## config.mk

```make
export PLATFORM = sky130hd
export DESIGN_NAME = rsm_top
export DESIGN_NICKNAME = d
export VERILOG_FILES = /design/src/rsm_top.v /design/src/rsm_strap_decode.v /design/src/rsm_base_reg.v
export VERILOG_INCLUDE_DIRS = /design/src /design/src/src
export SDC_FILE = /design/constraint.sdc
export NUM_CORES = 1
export LEC_CHECK = 0
export BUFFER_PORTS_ARGS = -buffer_cell sky130_fd_sc_hd__buf_2
export CAP_MARGIN = 20
export CELL_PAD_IN_SITES_DETAIL_PLACEMENT = 0
export CELL_PAD_IN_SITES_GLOBAL_PLACEMENT = 1
export CORE_UTILIZATION = 40
export DETAILED_ROUTE_END_ITERATION = 8
export GPL_ROUTABILITY_DRIVEN = 0
export HOLD_SLACK_MARGIN = 0.08
export PLACE_DENSITY = 0.81
export SLEW_MARGIN = 0
export SYNTH_ARGS = -nofsm -noshare
export SYNTH_HDL_FRONTEND = slang
export SYNTH_SLANG_ARGS = --single-unit
export TNS_END_PERCENT = 10
```

## constraint.sdc

```tcl
create_clock -name core_clk -period 3.45 [get_ports core_clk]
set_input_delay 0.1725 -clock core_clk [delete_from_list [all_inputs] [get_ports core_clk]]
set_output_delay 0.1725 -clock core_clk [all_outputs]
set_load 0.02 [all_outputs]
```

## src/rsm_defines.vh

```
// Constants for the reset strap mode and base unlock block
// Behaviour
// - Sample three straps on first clock after reset release, pick mode
// - 000: slave, 8-bit boot select, default base
// - 001: slave, 32-bit, request out, grant in
// - 010: slave, 16-bit boot select, default base
// - 011: companion slave, 32-bit, request in, grant out
// - 100: normal, core on, 32-bit boot select
// - 101: normal, core on, 16-bit boot select
// - 110: slave, boot select off, base relocated
// - 111: normal, core on, 8-bit boot select
// - Width strap low: 16-bit bus, low lines unused
// - 16-bit bus uses upper lines, dynamic sizing kept
// - Width strap pulled up: default 32-bit bus
// - Slave mode disables core, DMA still owns bus
// - Slave on asynchronous host bus refuses bursts
// - Relocated base refused until valid unlock
// - Slave with boot select: no unlock needed
// - Decode unlock fixed, relocated base in function code 111
// - Unlock needs bit 31 written, pin low
// - Low byte base write relocks access
// - Base register reads zero after reset
`ifndef RSM_DEFINES_VH
`define RSM_DEFINES_VH

// Register addresses
`define RSM_ADDR_BASE_DEF   24'h03ff00
`define RSM_ADDR_BASE_ALT   24'h03ff04
`define RSM_ADDR_UNLOCK     24'h03ff08

// Field positions and values
`define RSM_UNLOCK_SEL_BIT  31
`define RSM_FC_CPU          4'h7
`define RSM_BASE_RESET      32'h00000000
`define RSM_BASE_WMASK      32'hffffe3ff

// Strap codes
`define RSM_CFG_SLV8        3'h0
`define RSM_CFG_SLV32       3'h1
`define RSM_CFG_SLV16       3'h2
`define RSM_CFG_COMP32      3'h3
`define RSM_CFG_NRM32       3'h4
`define RSM_CFG_NRM16       3'h5
`define RSM_CFG_SLVOFF      3'h6
`define RSM_CFG_NRM8        3'h7

// Boot select width codes
`define RSM_CS_OFF          2'h0
`define RSM_CS_8            2'h1
`define RSM_CS_16           2'h2
`define RSM_CS_32           2'h3

`endif

```

## src/rsm_top.v

```verilog
// Reset strap loader, mode outputs and keyed base register unlock
`timescale 1ns/10ps
`include "rsm_defines.vh"

module rsm_top (
  input  wire        core_clk,
  input  wire        rst,
  input  wire [2:0]  cfg_strap,
  input  wire        bus_width_strap,
  input  wire        base_unlock_pin_n,
  input  wire        host_req,
  input  wire        host_wr,
  input  wire [23:0] host_addr,
  input  wire [3:0]  host_fc,
  input  wire [3:0]  host_be,
  input  wire        host_burst,
  input  wire [31:0] host_wdata,
  output reg         host_ack,
  output reg         host_err,
  output reg  [31:0] host_rdata,
  output reg         slave_mode_r,
  output reg         core_enable_r,
  output reg  [1:0]  boot_cs_width_r,
  output reg         base_relocated_r,
  output reg         bus_width16_r,
  output reg         low_lanes_unused_r,
  output reg         bus_req_oe_r,
  output reg         bus_grant_oe_r,
  output reg         dma_bus_allow_r,
  output reg         unlock_sel_r
);

  // ****************************************************************
  // Strap capture
  // ****************************************************************

  reg  [2:0]  cfg_r;
  reg         width_r;
  reg         in_reset_r;
  wire        dec_slave;
  wire [1:0]  dec_cs;
  wire        dec_reloc;
  wire        dec_arb_rev;

  // Track first cycle after reset release; capture straps there
  always @(posedge core_clk or posedge rst) begin
    if (rst) begin
      in_reset_r <= 1'b1;
    end else begin
      in_reset_r <= 1'b0;
    end
  end

  // Straps taken once at release, ignored thereafter
  always @(posedge core_clk or posedge rst) begin
    if (rst) begin
      cfg_r   <= 3'h0;
      width_r <= 1'b1;
    end else if (in_reset_r) begin
      cfg_r   <= cfg_strap;
      width_r <= bus_width_strap;
    end
  end

  rsm_strap_decode u_dec (
    .cfg            (cfg_r),
    .slave_mode     (dec_slave),
    .boot_cs_width  (dec_cs),
    .base_relocated (dec_reloc),
    .arb_reversed   (dec_arb_rev)
  );

  // ****************************************************************
  // Mode outputs
  // ****************************************************************

  // Registered copies of decoded mode
  always @(posedge core_clk or posedge rst) begin
    if (rst) begin
      slave_mode_r       <= 1'b0;
      core_enable_r      <= 1'b0;
      boot_cs_width_r    <= `RSM_CS_OFF;
      base_relocated_r   <= 1'b0;
      bus_width16_r      <= 1'b0;
      low_lanes_unused_r <= 1'b0;
      bus_req_oe_r       <= 1'b0;
      bus_grant_oe_r     <= 1'b0;
      dma_bus_allow_r    <= 1'b0;
    end else begin
      slave_mode_r       <= dec_slave;
      core_enable_r      <= ~dec_slave;
      boot_cs_width_r    <= dec_cs;
      base_relocated_r   <= dec_reloc;
      bus_width16_r      <= ~width_r;
      low_lanes_unused_r <= ~width_r;
      // Slave: request out/grant in, unless companion
      bus_req_oe_r       <= dec_slave & ~dec_arb_rev;
      bus_grant_oe_r     <= ~dec_slave | dec_arb_rev;
      dma_bus_allow_r    <= 1'b1;
    end
  end

  // ****************************************************************
  // Register access
  // ****************************************************************

  wire        cpu_space;
  wire        hit_unlock;
  wire        hit_base;
  wire        base_open;
  wire        base_wr;
  wire        low_byte_wr;
  wire [31:0] base_q;
  wire        burst_bad;

  assign cpu_space  = (host_fc == `RSM_FC_CPU);
  // Unlock decoded only when relocation active
  assign hit_unlock = cpu_space && base_relocated_r &&
                      (host_addr == `RSM_ADDR_UNLOCK);
  assign hit_base   = base_relocated_r ?
                      (cpu_space &&
                       host_addr == `RSM_ADDR_BASE_ALT) :
                      (cpu_space &&
                       host_addr == `RSM_ADDR_BASE_DEF);
  // Relocated base opens only after unlock
  assign base_open  = ~base_relocated_r | unlock_sel_r;
  assign burst_bad  = host_burst & slave_mode_r;
  assign base_wr    = host_req & host_wr & hit_base & base_open &
                      ~burst_bad & ~in_reset_r;

  rsm_base_reg u_base (
    .core_clk    (core_clk),
    .rst         (rst),
    .wr_en       (base_wr),
    .wr_be       (host_be),
    .wr_data     (host_wdata),
    .base_r      (base_q),
    .low_byte_wr (low_byte_wr)
  );

  // Unlock select bit: set by keyed write, cleared by low byte write
  always @(posedge core_clk or posedge rst) begin
    if (rst) begin
      unlock_sel_r <= 1'b0;
    end else if (host_req && host_wr && hit_unlock && !burst_bad &&
                 host_be[3] && host_wdata[`RSM_UNLOCK_SEL_BIT] &&
                 !base_unlock_pin_n) begin
      unlock_sel_r <= 1'b1;
    end else if (low_byte_wr && base_relocated_r) begin
      unlock_sel_r <= 1'b0;
    end
  end

  // One-cycle answer to every request
  always @(posedge core_clk or posedge rst) begin
    if (rst) begin
      host_ack   <= 1'b0;
      host_err   <= 1'b0;
      host_rdata <= 32'h00000000;
    end else begin
      host_ack   <= 1'b0;
      host_err   <= 1'b0;
      host_rdata <= 32'h00000000;
      if (host_req) begin
        if (burst_bad || in_reset_r) begin
          host_err <= 1'b1;
        end else if (hit_base && base_open) begin
          host_ack <= 1'b1;
          if (!host_wr) begin
            host_rdata <= base_q;
          end
        end else if (hit_unlock) begin
          host_ack <= 1'b1;
          if (!host_wr) begin
            host_rdata <= {unlock_sel_r, 31'h00000000};
          end
        end else begin
          host_err <= 1'b1;
        end
      end
    end
  end

endmodule

```

## src/rsm_strap_decode.v

```verilog
// Strap decoder: turns latched strap value into operating mode
`timescale 1ns/10ps
`include "rsm_defines.vh"

module rsm_strap_decode (
  input  wire [2:0] cfg,
  output reg        slave_mode,
  output reg  [1:0] boot_cs_width,
  output reg        base_relocated,
  output reg        arb_reversed
);

  // Mode table
  always @* begin
    slave_mode     = 1'b1;
    boot_cs_width  = `RSM_CS_8;
    base_relocated = 1'b0;
    arb_reversed   = 1'b0;
    case (cfg)
      `RSM_CFG_SLV8: begin
        boot_cs_width = `RSM_CS_8;
      end
      `RSM_CFG_SLV32: begin
        boot_cs_width = `RSM_CS_32;
      end
      `RSM_CFG_SLV16: begin
        boot_cs_width = `RSM_CS_16;
      end
      `RSM_CFG_COMP32: begin
        boot_cs_width = `RSM_CS_32;
        arb_reversed  = 1'b1;
      end
      `RSM_CFG_NRM32: begin
        slave_mode    = 1'b0;
        boot_cs_width = `RSM_CS_32;
      end
      `RSM_CFG_NRM16: begin
        slave_mode    = 1'b0;
        boot_cs_width = `RSM_CS_16;
      end
      `RSM_CFG_SLVOFF: begin
        boot_cs_width  = `RSM_CS_OFF;
        base_relocated = 1'b1;
      end
      `RSM_CFG_NRM8: begin
        slave_mode    = 1'b0;
        boot_cs_width = `RSM_CS_8;
      end
      default: begin
        slave_mode = 1'b1;
      end
    endcase
  end

endmodule

```

## src/rsm_base_reg.v

```verilog
// Module base register with byte writes and low-byte write pulse
`timescale 1ns/10ps
`include "rsm_defines.vh"

module rsm_base_reg (
  input  wire        core_clk,
  input  wire        rst,
  input  wire        wr_en,
  input  wire [3:0]  wr_be,
  input  wire [31:0] wr_data,
  output reg  [31:0] base_r,
  output wire        low_byte_wr
);

  wire [31:0] base_nxt;
  wire [31:0] wmask;
  genvar      i;

  // Writable bit mask, reserved bits cleared
  assign wmask = `RSM_BASE_WMASK;

  // Per-lane merge, reserved bits held at zero
  generate
    for (i = 0; i < 4; i = i + 1) begin : g_lane
      assign base_nxt[i*8 +: 8] = (wr_en && wr_be[i]) ?
        (wr_data[i*8 +: 8] & wmask[i*8 +: 8]) :
        base_r[i*8 +: 8];
    end
  endgenerate

  assign low_byte_wr = wr_en & wr_be[0];

  // Register, zero after reset
  always @(posedge core_clk or posedge rst) begin
    if (rst) begin
      base_r <= `RSM_BASE_RESET;
    end else begin
      base_r <= base_nxt;
    end
  end

endmodule

```

## Yosys cells after proc, flatten, opt, wreduce, memory -nomap -nowiden

Cells that the tools add are included.

- Output and inout bits: 45
- Bits in registers: 78
- Word-level logic and storage cells: 91

- Multiplexer cells: 21
- Bitwise operators: 15
- Equal/unequal tests: 11
- Reduce and logical (&&, ||, !) cells: 25

Operators by type and width:

| operator | number |
|---|---|
| two-way mux 32 bit | 6 |
| == test 24 x 18 -> 1 bit, second input constant | 3 |
| logical AND 1 bit | 16 |
| two-way mux 1 bit | 14 |
| == test 3 bit, second input constant | 4 |
| AND 1 bit | 8 |
| case mux 2 bit (4 select lines) | 1 |
| == test 3 x 2 -> 1 bit, second input constant | 2 |
| OR reduction 3 bit | 2 |
| inverter 1 bit | 5 |
| == test 4 x 3 -> 1 bit, second input constant | 1 |
| OR reduction 2 bit | 2 |
| == test 3 x 1 -> 1 bit, second input constant | 1 |
| zero test 3 bit | 1 |
| zero test 1 bit | 2 |
| OR 1 bit | 2 |
| nonzero test 2 bit | 1 |
| logical OR 1 bit | 1 |

## Logic depth before layout (Yosys ltp)

Gate-level depths: netlist of run 1.

- Depth in word-level cells: 11
- Mapped depth: 5

## Cells and area by module

From an unflattened synthesis of run 1, not the netlist that was laid out.

- Cells, all modules: 213
- Area total of the unflattened synthesis: 2992.9 µm²

Modules (own cells, without submodules):

| module | area each (µm²) | cells an instance | instances |
|---|---|---|---|
| rsm_top | 1836.8 | 136 | 1 |
| rsm_base_reg | 1108.6 | 68 | 1 |
| rsm_strap_decode | 47.5 | 9 | 1 |

## Worst setup path before layout of run 1

Ideal clock, no wire load.

- Kind: reg-to-reg
- From: register slave_mode_r
- To: register u_base.base_r[24]
- Period minus slack after synthesis: 1.832 ns
- Stages on the path, launching flop included: 5
- Arrival time: 1.707 ns
- Slack: 1.618 ns
- Library setup time: 0.125 ns
- Path buffers: 0
- Required time: 3.325 ns
- Path through: dfrtp_1 > a21boi_1 > nand4b_1 > nor4_4 > mux2_2

- Word-level cells in the longest chain between the ends: 5

Ends and longest elaborated chain:

| what | RTL line | text |
|---|---|---|
| start: declaration | rsm_top.v:21 | `output reg slave_mode_r,` |
| start signal: assignment | rsm_top.v:90 | `slave_mode_r <= dec_slave;` |
| AND 1 bit | rsm_top.v:127 | `assign burst_bad = host_burst & slave_mode_r;` |
| inverter 1 bit | rsm_top.v:129 | `~burst_bad & ~in_reset_r;` |
| AND 1 bit | rsm_top.v:128 | `assign base_wr = host_req & host_wr & hit_base & base_open &` |
| AND 1 bit | rsm_top.v:129 |  |
| logical AND 1 bit | rsm_base_reg.v:25 | `assign base_nxt[i*8 +: 8] = (wr_en && wr_be[i]) ?` |
| end signal: assignment | rsm_base_reg.v:36 | `` base_r <= `RSM_BASE_RESET; `` |
| end signal: assignment | rsm_base_reg.v:38 | `base_r <= base_nxt;` |
| end: declaration | rsm_base_reg.v:11 | `output reg [31:0] base_r,` |

Every way passes these cells.
A chain may end at the register's enable or synchronous reset.

## Worst setup path after layout of run 1

- From: input port host_req
- To: register host_rdata[9]

- Word-level cells in the longest chain between the ends: 1

Ends and longest elaborated chain:

| what | RTL line | text |
|---|---|---|
| start: declaration | rsm_top.v:11 | `input wire host_req,` |
| two-way mux 32 bit | rsm_top.v:164 | `if (host_req) begin` |
| end signal: assignment | rsm_top.v:170 | `host_rdata <= base_q;` |
| end signal: assignment | rsm_top.v:175 | `host_rdata <= {unlock_sel_r, 31'h00000000};` |
| end: declaration | rsm_top.v:20 | `output reg [31:0] host_rdata,` |

Every way passes these cells.

==> results of run 1 <==
[logic make-up after synthesis]
family | Yosys count | share of synthesized area [%]
AND/OR/NAND/NOR | 66 | 22.2
multiplexers | 33 | 11.8
buffers and inverters | 19 | 2.77
flip-flops | 75 | 60.2
AO/OA/AOI/OAI | 12 | 2.77
other | 2 | 0.241
[worst max-delay path, stage by stage]
cell and delay (ns):
dlygate4sd3_1 0.54, buf_2 0.11, a21boi_1 0.48, nand2b_1 0.24
nor3_4 0.75, nor4bb_1 0.32
[state kept, by name, indices dropped and copies added, names as in the netlist, 2 cells and up]
name	count
boot_cs_width_r	2
host_rdata	29
cfg_r	3
u_base.base_r	29
[cell type report]
cell class,instances,area [um^2],area share [%]
timing repair buffer,148,918,21.1
clock buffer,11,141,3.25
tap,99,124,2.84
inverter,5,20.0,0.460
clock inverter,4,98.8,2.27
sequential,75,1880,43.1
multi-input combinational,116,1170,27.0
[cell usage in the layout, fill, tap and decap left out, types with 2 or more instances in the layout]
| master | count |
|---|---|
| a21oi_1 | 2 |
| and4bb_2 | 21 |
| buf_2 | 112 |
| bufinv_16 | 3 |
| clkbuf_8 | 10 |
| conb_1 | 5 |
| dfrtp_1 | 73 |
| dfstp_2 | 2 |
| dlygate4sd3_1 | 35 |
| inv_1 | 4 |
| mux2_2 | 30 |
| mux2i_1 | 2 |
| nand2_1 | 5 |
| nand2b_1 | 2 |
| nand4b_1 | 4 |
| nor2_1 | 2 |
| nor2b_1 | 3 |
| nor4_4 | 5 |
| nor4bb_1 | 10 |
| o21ai_0 | 2 |
[report_power, final]
part | total [W] | internal, W | switching [W]
registers | 0.000908 | 0.000897 | 0.0000113
logic | 0.000172 | 0.0000854 | 0.0000868
clock network | 0.000800 | 0.000498 | 0.000302
[path summary, 6_finish.rpt]
kind | slack (ns) | to | from | cells after the start
max | 1.06 | host_rdata[9]$_DFF_PP0_ | host_req | 6
min | 0.12 | unlock_sel_r$_DFFE_PP0P_ | host_be[3] | 3
max reg2reg | 1.18 | host_rdata[9]$_DFF_PP0_ | slave_mode_r$_DFF_PP0_ | 4
min reg2reg | 0.45 | low_lanes_unused_r$_DFF_PP0_ | width_r$_DFFE_PP1P_ | 1
max in group asynchronous | 2.11 | host_rdata[13]$_DFF_PP0_ | rst | 4
min in group asynchronous | 0.44 | host_rdata[14]$_DFF_PP0_ | rst | 3
[timing repair]
action                    CTS  global route
hold buffers               35             0
hold endpoints to repair   69             0
buffers inserted            0             0
[per-layer routing]
layer | global-route usage (%) | vias to the layer above | wire length (um)
li1 | - | 1049 | -
met1 | 21.0 | 1077 | 2850
met2 | 27.9 | 76 | 3130
met3 | 3.87 | 10 | 341
met4 | 6.99 | 0 | 109
met5 | 0 | - | 0
[metrics by stage]
| stage | util, % | setup slack [ns] |
|---|---|---|
| after floorplan | - | 1.37 |
| after global placement | 50.8 | 1.22 |
| after detailed placement | 50.8 | 1.18 |
| after CTS | 58.8 | 1.08 |
| after global routing | 58.8 | 0.864 |
| final | 58.8 | 1.06 |
==> run summary, run 1 <==
## Run status
• **result of the run** complete, no violations

## Synthesis
• **Post-synth EDFFs** 0
• **number of distinct library cells after synthesis** 41
• **gate count after technology mapping** 207
• **Post-Syn Area** 3120 um^2
• **most used flip-flop cell after synthesis** dfrtp_1
• **post-synthesis sequential element count** 75
• **leading post-synthesis cells by cell area** dfrtp_1, mux2_2, and4bb_2, nor4_4, nor4bb_1
• **fraction of the yosys area taken by sequential cells** 60.2%
• **area leader, netlist** dfrtp_1
• **most used standard cells in the synthesized netlist** dfrtp_1, mux2_2, and4bb_2, clkbuf_1, nor4bb_1
• **area fraction of the dominant cell type after synthesis** 58.5%
• **most common cell in the synthesized netlist** dfrtp_1
• **fraction of registers with async set or reset after synthesis** 100%
• **Yosys Warn Count** 0
• **Syn Area/Cell** 15.1 um^2

## Worst hold path
• **Tightest Hold Check Type** primary input to flop

## GRT
• **Congestion Overflow GR** 0
• **pin count of the biggest net entering global routing** 39
• **global routing usage summed across all routing layers** 16.8%
• **number of antenna violations at the first check in global routing** 0
• **vias in the first global route** 2244
• **first-pass GRT wire length** 10800 um

## STA
• **final-report hold violation count** 0
• **clk_skew** 0.00554 ns
• **setup repair after global routing missed its margin** false
• **setup-violating endpoint count in the final report** 0
• **Slew HR** 38.1%
• **final cycle utilization of the critical path** 69.2%
• **actual transition at the worst max-transition pin** 0.925 ns
• **worst hold slack after final layout** 0.123 ns
• **maximum clock frequency** 0.419 GHz
• **minimum clock period after layout** 2.39 ns
• **Total Negative Setup Slacks** 0 ns
• **Max Transition Viols Final** 0

## Floorplanning
• **total die area** 8160 um^2
• **core region area** 7410 um^2
• **vertical die dimension** 90.3 um
• **row count** 31
• **starting density of the core** 42.1%
• **die extent in x** 90.3 um
• **number of top-level pins** 119

## Worst setup path
• **kind of capture point of the worst setup path** flop
• **crit path DAT** 2.61 ns
• **type of the worst setup path** primary input to flop
• **critical path required time** 3.68 ns
• **highest fanout seen on the critical path** 28
• **Startpoint Class** primary input

## Route
• **Via Count** 2212
• **Residual DRC** 0
• **violation count after the first detailed-route iteration** 57
• **routed length per placed instance** 14.0 um
• **total wirelength of the detailed-routed design** 6430 um
• **mean number of vias per cell** 4.83
• **number of search-and-repair iterations in the first detailed-routing pass** 4
• **post-route ant nets** 0

## Clock tree
• **H-tree depth** 3
• **latest clock arrival within the worst-skew pair** 0.34 ns
• **root cell of the clock tree** clkbuf_8
• **CTS tree** done
• **CTS sink cnt** 75
• **Num CTS Buffers** 9
• **Max Buffers Root-to-Sink** 2
• **post-cts sizing count** 0
• **clock slew at the register clock pins of the worst setup and hold paths** 0.07 ns

## Power and ir drop
• **power per cell area** 432 nW/um^2
• **overall power consumption** 0.00188 W
• **static leakage power** 2.24 nW
• **peak supply drop** 305 uV

## Placement
• **detailed placer's ending HPWL** 4310 um
• **Inst Count DP** 408
• **PortBufs** 112
• **Placed Area** 3770 um^2

## Cells and area
• **share of post-route cells with drive strength above 1** 53.8%
• **final antenna diode count** 0
• **final net count** 429
• **filler cell count** 637
• **final std cell area, no fill** 4360 um^2
• **post-route insts no fill** 458
• **post-synthesis to final-layout area growth** 39.6%

## Job
• **max-cap check violation count** 0

Note: power is estimated with default switching activity, not from simulation.
==> inputs of run 2 (changes only) <==
--- a/config.mk
+++ b/config.mk
@@ -10,11 +10,11 @@
 export CAP_MARGIN = 20
 export CELL_PAD_IN_SITES_DETAIL_PLACEMENT = 0
 export CELL_PAD_IN_SITES_GLOBAL_PLACEMENT = 1
-export CORE_UTILIZATION = 40
+export CORE_UTILIZATION = 38
 export DETAILED_ROUTE_END_ITERATION = 8
 export GPL_ROUTABILITY_DRIVEN = 0
 export HOLD_SLACK_MARGIN = 0.08
-export PLACE_DENSITY = 0.81
+export PLACE_DENSITY = 0.77
 export SLEW_MARGIN = 0
 export SYNTH_ARGS = -nofsm -noshare
 export SYNTH_HDL_FRONTEND = slang
==> constraint.sdc (replaced) <==
create_clock -name core_clk -period 2.2 [get_ports core_clk]
set_input_delay 0.11 -clock core_clk [delete_from_list [all_inputs] [get_ports core_clk]]
set_output_delay 0.11 -clock core_clk [all_outputs]
set_load 0.02 [all_outputs]
==> run 2 against run 1 <==
  * Via count increased by 2.6%
  * Sequential share of layout area decreased by 0.84 points
  * Highest routed layer unchanged
  * Critical path type unchanged
  * Power grew 53%
  * Largest cell class unchanged
  * Non-clock buffer count rose by 11
  * Combinational power rose by 66%
  * Global-route usage rose by 0.97 points
==> run summary, run 2 (synthesis gave the netlist of run 1 again) <==
## Run status
• **result of the run** complete, no violations

## Worst setup path
• **crit path DAT** 2.16 ns
• **highest fanout seen on the critical path** 7
• **Startpoint Class** primary input
• **critical path required time** 2.44 ns
• **kind of capture point of the worst setup path** flop
• **type of the worst setup path** primary input to flop

## STA
• **maximum clock frequency** 0.519 GHz
• **setup-violating endpoint count in the final report** 0
• **worst hold slack after final layout** 0.112 ns
• **final-report hold violation count** 0
• **Total Negative Setup Slacks** 0 ns
• **minimum clock period after layout** 1.93 ns
• **Slew HR** 61.9%
• **Max Transition Viols Final** 0
• **actual transition at the worst max-transition pin** 0.571 ns
• **clk_skew** 0.00574 ns
• **setup repair after global routing missed its margin** false
• **final cycle utilization of the critical path** 87.5%

## Clock tree
• **root cell of the clock tree** clkbuf_8
• **CTS sink cnt** 75
• **clock slew at the register clock pins of the worst setup and hold paths** 0.08 ns
• **post-cts sizing count** 0
• **H-tree depth** 3
• **CTS tree** done
• **Max Buffers Root-to-Sink** 2
• **Num CTS Buffers** 9
• **latest clock arrival within the worst-skew pair** 0.35 ns

## Route
• **routed length per placed instance** 14.7 um
• **post-route ant nets** 0
• **Residual DRC** 0
• **total wirelength of the detailed-routed design** 6970 um
• **number of search-and-repair iterations in the first detailed-routing pass** 4
• **mean number of vias per cell** 4.80
• **Via Count** 2270
• **violation count after the first detailed-route iteration** 56

## Cells and area
• **post-route insts no fill** 473
• **flip-flop and latch area** 1880 um^2
• **top library cells by usage in the layout, fill and taps aside** buf_2, dfrtp_1, dlygate4sd3_1
• **leading cell type in the layout, fill and taps excluded** buf_2
• **post-synthesis to final-layout area growth** 42.3%
• **largest registers** host_rdata x29, u_base.base_r x29, cfg_r x3
• **final antenna diode count** 0
• **footprint of the multi-input gates** 1170 um^2
• **final std cell area, no fill** 4440 um^2
• **final net count** 440
• **filler cell count** 685
• **Finished Core Util** 56.6%
• **share of post-route cells with drive strength above 1** 54.2%

## Power and ir drop
• **peak supply drop** 494 uV
• **power per cell area** 646 nW/um^2
• **static leakage power** 2.28 nW

## Floorplanning
• **total die area** 8580 um^2
• **row count** 32
• **vertical die dimension** 92.6 um
• **core region area** 7850 um^2
• **starting density of the core** 39.8%
• **number of top-level pins** 119
• **die extent in x** 92.6 um

## GRT
• **peak-usage layer in the global routing report** met2
• **Congestion Overflow GR** 0
• **number of antenna violations at the first check in global routing** 0
• **vias in the first global route** 2338
• **global routing usage summed across all routing layers** 17.7%
• **pin count of the biggest net entering global routing** 46
• **first-pass GRT wire length** 11500 um
• **met3 GRT Util** 5.58%
• **M2 GR Usage** 30.3%
• **GRT met1 Usage** 21.0%

## Placement
• **Inst Count DP** 418
• **Placed Area** 3830 um^2
• **detailed placer's ending HPWL** 4560 um
• **PortBufs** 112

## Job
• **max-cap check violation count** 0

## Worst hold path
• **Tightest Hold Check Type** primary input to flop

## run 2: cell count changes in the layout (fill, tap and decap cells not counted)
cell	delta
clkinv_2	+1
dlygate4sd3_1	+4
buf_4	+6
bufinv_16	-1
clkinv_4	+1
buf_12	+1
clkbuf_8	-1
clkinvlp_4	+1
## run 2: final cells by class
| cell class | instances | area share [%] |
|---|---|---|
| Sequential cell | 75 | 42.3 |
| Multi-Input combinational cell | 116 | 26.4 |
| Timing Repair Buffer | 159 | 23.0 |
| Clock buffer | 10 | 2.87 |
| Tap cell | 102 | 2.87 |
| Clock inverter | 6 | 2.03 |
| Inverter | 5 | 0.451 |
## run 2: per-layer routing
metal | vias up | wire length (um)
met4 | 0 | 90
met5 | - | 0
li1 | 1069 | -
met2 | 65 | 3430
met1 | 1126 | 3050
met3 | 10 | 395
## run 2: per-stage QoR
step	total power, W	worst slack (ns)
5_1_grt	0.00299	0.100
3_5_place_dp	0.00169	0.303
2_1_floorplan	0.00157	0.183
6_report	0.00287	0.275
3_3_place_gp	0.00169	0.312
4_1_cts	0.00291	0.290
## run 2: power breakdown
group / total [W] / leakage (nW) / switching, W / internal [W]
clock: 0.00116 / 0.106 / 0.000519 / 0.000641
sequential: 0.00142 / 1.01 / 0.0000184 / 0.00141
combinational: 0.000286 / 1.17 / 0.000142 / 0.000144
## run 2: timing repair
action | in CTS | in global routing
hold buffers | 39 | 0
endpoints found under the hold margin | 64 | 0
buffers inserted | 0 | 0
## run 2: path summary, 6_finish.rpt
| path | end | slack [ns] | depth (start not counted) | startpoint |
|---|---|---|---|---|
| hold reg to reg | low_lanes_unused_r$_DFF_PP0_ | 0.45 | 1 | width_r$_DFFE_PP1P_ |
| min in group asynchronous | host_rdata[25]$_DFF_PP0_ | 0.34 | 3 | rst |
| setup reg to reg | u_base.base_r[15]$_DFFE_PP0P_ | 0.30 | 4 | slave_mode_r$_DFF_PP0_ |
| max in group asynchronous | host_rdata[13]$_DFF_PP0_ | 1.25 | 4 | rst |
| hold / removal | host_err$_DFF_PP0_ | 0.11 | 3 | host_burst |
| setup / recovery | u_base.base_r[15]$_DFFE_PP0P_ | 0.27 | 6 | host_req |
## run 2: worst max-delay path, stage by stage
cell           delay [ns]
dlygate4sd3_1        0.52
buf_2                0.10
a21boi_1             0.46
nand4b_1             0.24
nor4_4               0.34
mux2_2               0.39
==> inputs of run 3 (changes only) <==
--- a/config.mk
+++ b/config.mk
@@ -14,6 +14,7 @@
 export DETAILED_ROUTE_END_ITERATION = 8
 export GPL_ROUTABILITY_DRIVEN = 0
 export HOLD_SLACK_MARGIN = 0.08
+export MAX_ROUTING_LAYER = met4
 export PLACE_DENSITY = 0.77
 export SLEW_MARGIN = 0
 export SYNTH_ARGS = -nofsm -noshare
==> run 3 against run 2 <==
  * Sequential power hardly changed
  * Routed wire length is 0.16% higher
  * Non-clock buffer count stayed put
  * Critical path type unchanged
  * Largest cell class unchanged
==> run summary, run 3 (synthesis gave the netlist of run 1 again) <==
## Route
• **routed length per placed instance** 14.8 um
• **sum of met3 wire segment lengths after detailed routing** 335 um
• **post-route ant nets** 0
• **Via Count** 2265
• **number of search-and-repair iterations in the first detailed-routing pass** 4
• **DR WL met2** 3440 um
• **Residual DRC** 0
• **mean number of vias per cell** 4.79
• **routed metal-1 wirelength** 3130 um
• **violation count after the first detailed-route iteration** 101
• **total wirelength of the detailed-routed design** 6980 um
• **top routing layer in use** met4

## Cells and area
• **top library cells by usage in the layout, fill and taps aside** buf_2, dfrtp_1, dlygate4sd3_1
• **Finished Core Util** 56.6%
• **final antenna diode count** 0
• **leading cell type in the layout, fill and taps excluded** buf_2
• **post-synthesis to final-layout area growth** 42.3%
• **largest registers** host_rdata x29, u_base.base_r x29, cfg_r x3
• **share of post-route cells with drive strength above 1** 54.2%
• **filler cell count** 685
• **final net count** 440

## Run status
• **result of the run** complete, no violations

## Worst hold path
• **worst hold stages** 3
• **Tightest Hold Check Type** primary input to flop
• **hold-critical path endpoint** host_err$_DFF_PP0_
• **worst hold start** host_burst

## Placement
• **detailed placer's ending HPWL** 4560 um
• **PortBufs** 112

## Worst setup path
• **kind of capture point of the worst setup path** flop
• **highest fanout seen on the critical path** 7
• **beginning of the worst register-to-register path** slave_mode_r$_DFF_PP0_
• **Startpoint Class** primary input
• **slack of the worst reg-to-reg path** 0.31 ns
• **critical path required time** 2.44 ns
• **crit path DAT** 2.15 ns
• **type of the worst setup path** primary input to flop
• **critical register-to-register path endpoint** u_base.base_r[15]$_DFFE_PP0P_
• **depth of the worst register-to-register path** 4

## Power and ir drop
• **peak supply drop** 496 uV
• **power per cell area** 647 nW/um^2
• **static leakage power** 2.28 nW

## Floorplanning
• **vertical die dimension** 92.6 um
• **die extent in x** 92.6 um
• **number of top-level pins** 119
• **total die area** 8580 um^2
• **starting density of the core** 39.8%
• **row count** 32
• **core region area** 7850 um^2

## STA
• **maximum clock frequency** 0.524 GHz
• **minimum clock period after layout** 1.91 ns
• **clk_skew** 0.00636 ns
• **setup-violating endpoint count in the final report** 0
• **final-report hold violation count** 0
• **final cycle utilization of the critical path** 86.8%
• **setup repair after global routing missed its margin** false
• **Total Negative Setup Slacks** 0 ns
• **actual transition at the worst max-transition pin** 0.567 ns
• **Slew HR** 62.1%
• **Max Transition Viols Final** 0

## Clock tree
• **clock slew at the register clock pins of the worst setup and hold paths** 0.08 ns
• **CTS tree** done
• **post-cts sizing count** 0
• **CTS sink cnt** 75
• **Max Buffers Root-to-Sink** 2
• **Num CTS Buffers** 9
• **latest clock arrival within the worst-skew pair** 0.35 ns
• **post-CTS setup repair buffer count** 0
• **H-tree depth** 3
• **root cell of the clock tree** clkbuf_8

## GRT
• **number of antenna violations at the first check in global routing** 0
• **Congestion Overflow GR** 0
• **pin count of the biggest net entering global routing** 46
• **global routing usage summed across all routing layers** 18.2%
• **vias in the first global route** 2346
• **first-pass GRT wire length** 11400 um

## Job
• **max-cap check violation count** 0

-- run 3: worst max-delay path by stage --
stage	startpoint	cells past startpoint	endpoint	slack, ns
final	host_req	6	u_base.base_r[15]$_DFFE_PP0P_	0.29
after floorplan	rst	1	base_relocated_r$_DFF_PP0_	0.18
after global routing	host_req	7	host_rdata[9]$_DFF_PP0_	0.10
after detailed placement	host_addr[21]	6	u_base.base_r[4]$_DFFE_PP0P_	0.30
after CTS	host_req	6	u_base.base_r[15]$_DFFE_PP0P_	0.29
after global placement	slave_mode_r$_DFF_PP0_	5	u_base.base_r[4]$_DFFE_PP0P_	0.31
-- run 3: area by class of cell --
type	count	area (um^2)	area share, %
clock inverter	6	90.1	2.03
inverter	5	20.0	0.451
clock buffer	10	128	2.87
timing repair buffer	159	1020	23.0
tap	102	128	2.87
multi-input combinational	116	1170	26.4
sequential	75	1880	42.3
-- run 3: routing by layer --
layer	vias to the layer above	track usage (%)
met2	65	30.3
met5	-	-
li1	1070	-
met4	0	6.15
met1	1124	21.3
met3	6	5.01
-- run 3: stage by stage --
stage               cells  hold slack (ns)  cell area (um^2)  total power, W  setup WS (ns)
finish                473            0.100              4440         0.00288          0.291
global route          473            0.112              4440         0.00299          0.100
CTS                   473           0.0975              4440         0.00291          0.290
detailed placement    418            0.184              3830         0.00169          0.303
global placement      418            0.172              3830         0.00169          0.312
floorplan             210            0.224              3130         0.00157          0.183
-- run 3: critical path, stage by stage --
cell	delay, ns
dlygate4sd3_1	0.52
buf_2	0.10
a21boi_1	0.44
nand4b_1	0.24
nor4_4	0.34
mux2_2	0.39
-- run 3: report_power, final --
part | switching, W | leakage (nW) | internal (W) | total [W]
clock network | 0.000525 | 0.106 | 0.000641 | 0.00117
registers | 0.0000182 | 1.01 | 0.00141 | 0.00142
logic | 0.000142 | 1.17 | 0.000144 | 0.000286
-- run 3: timing repair --
action,4_1_cts,5_1_grt
hold endpoints to repair,64,0
endpoints found under the setup margin,0,0
hold buffers,39,0
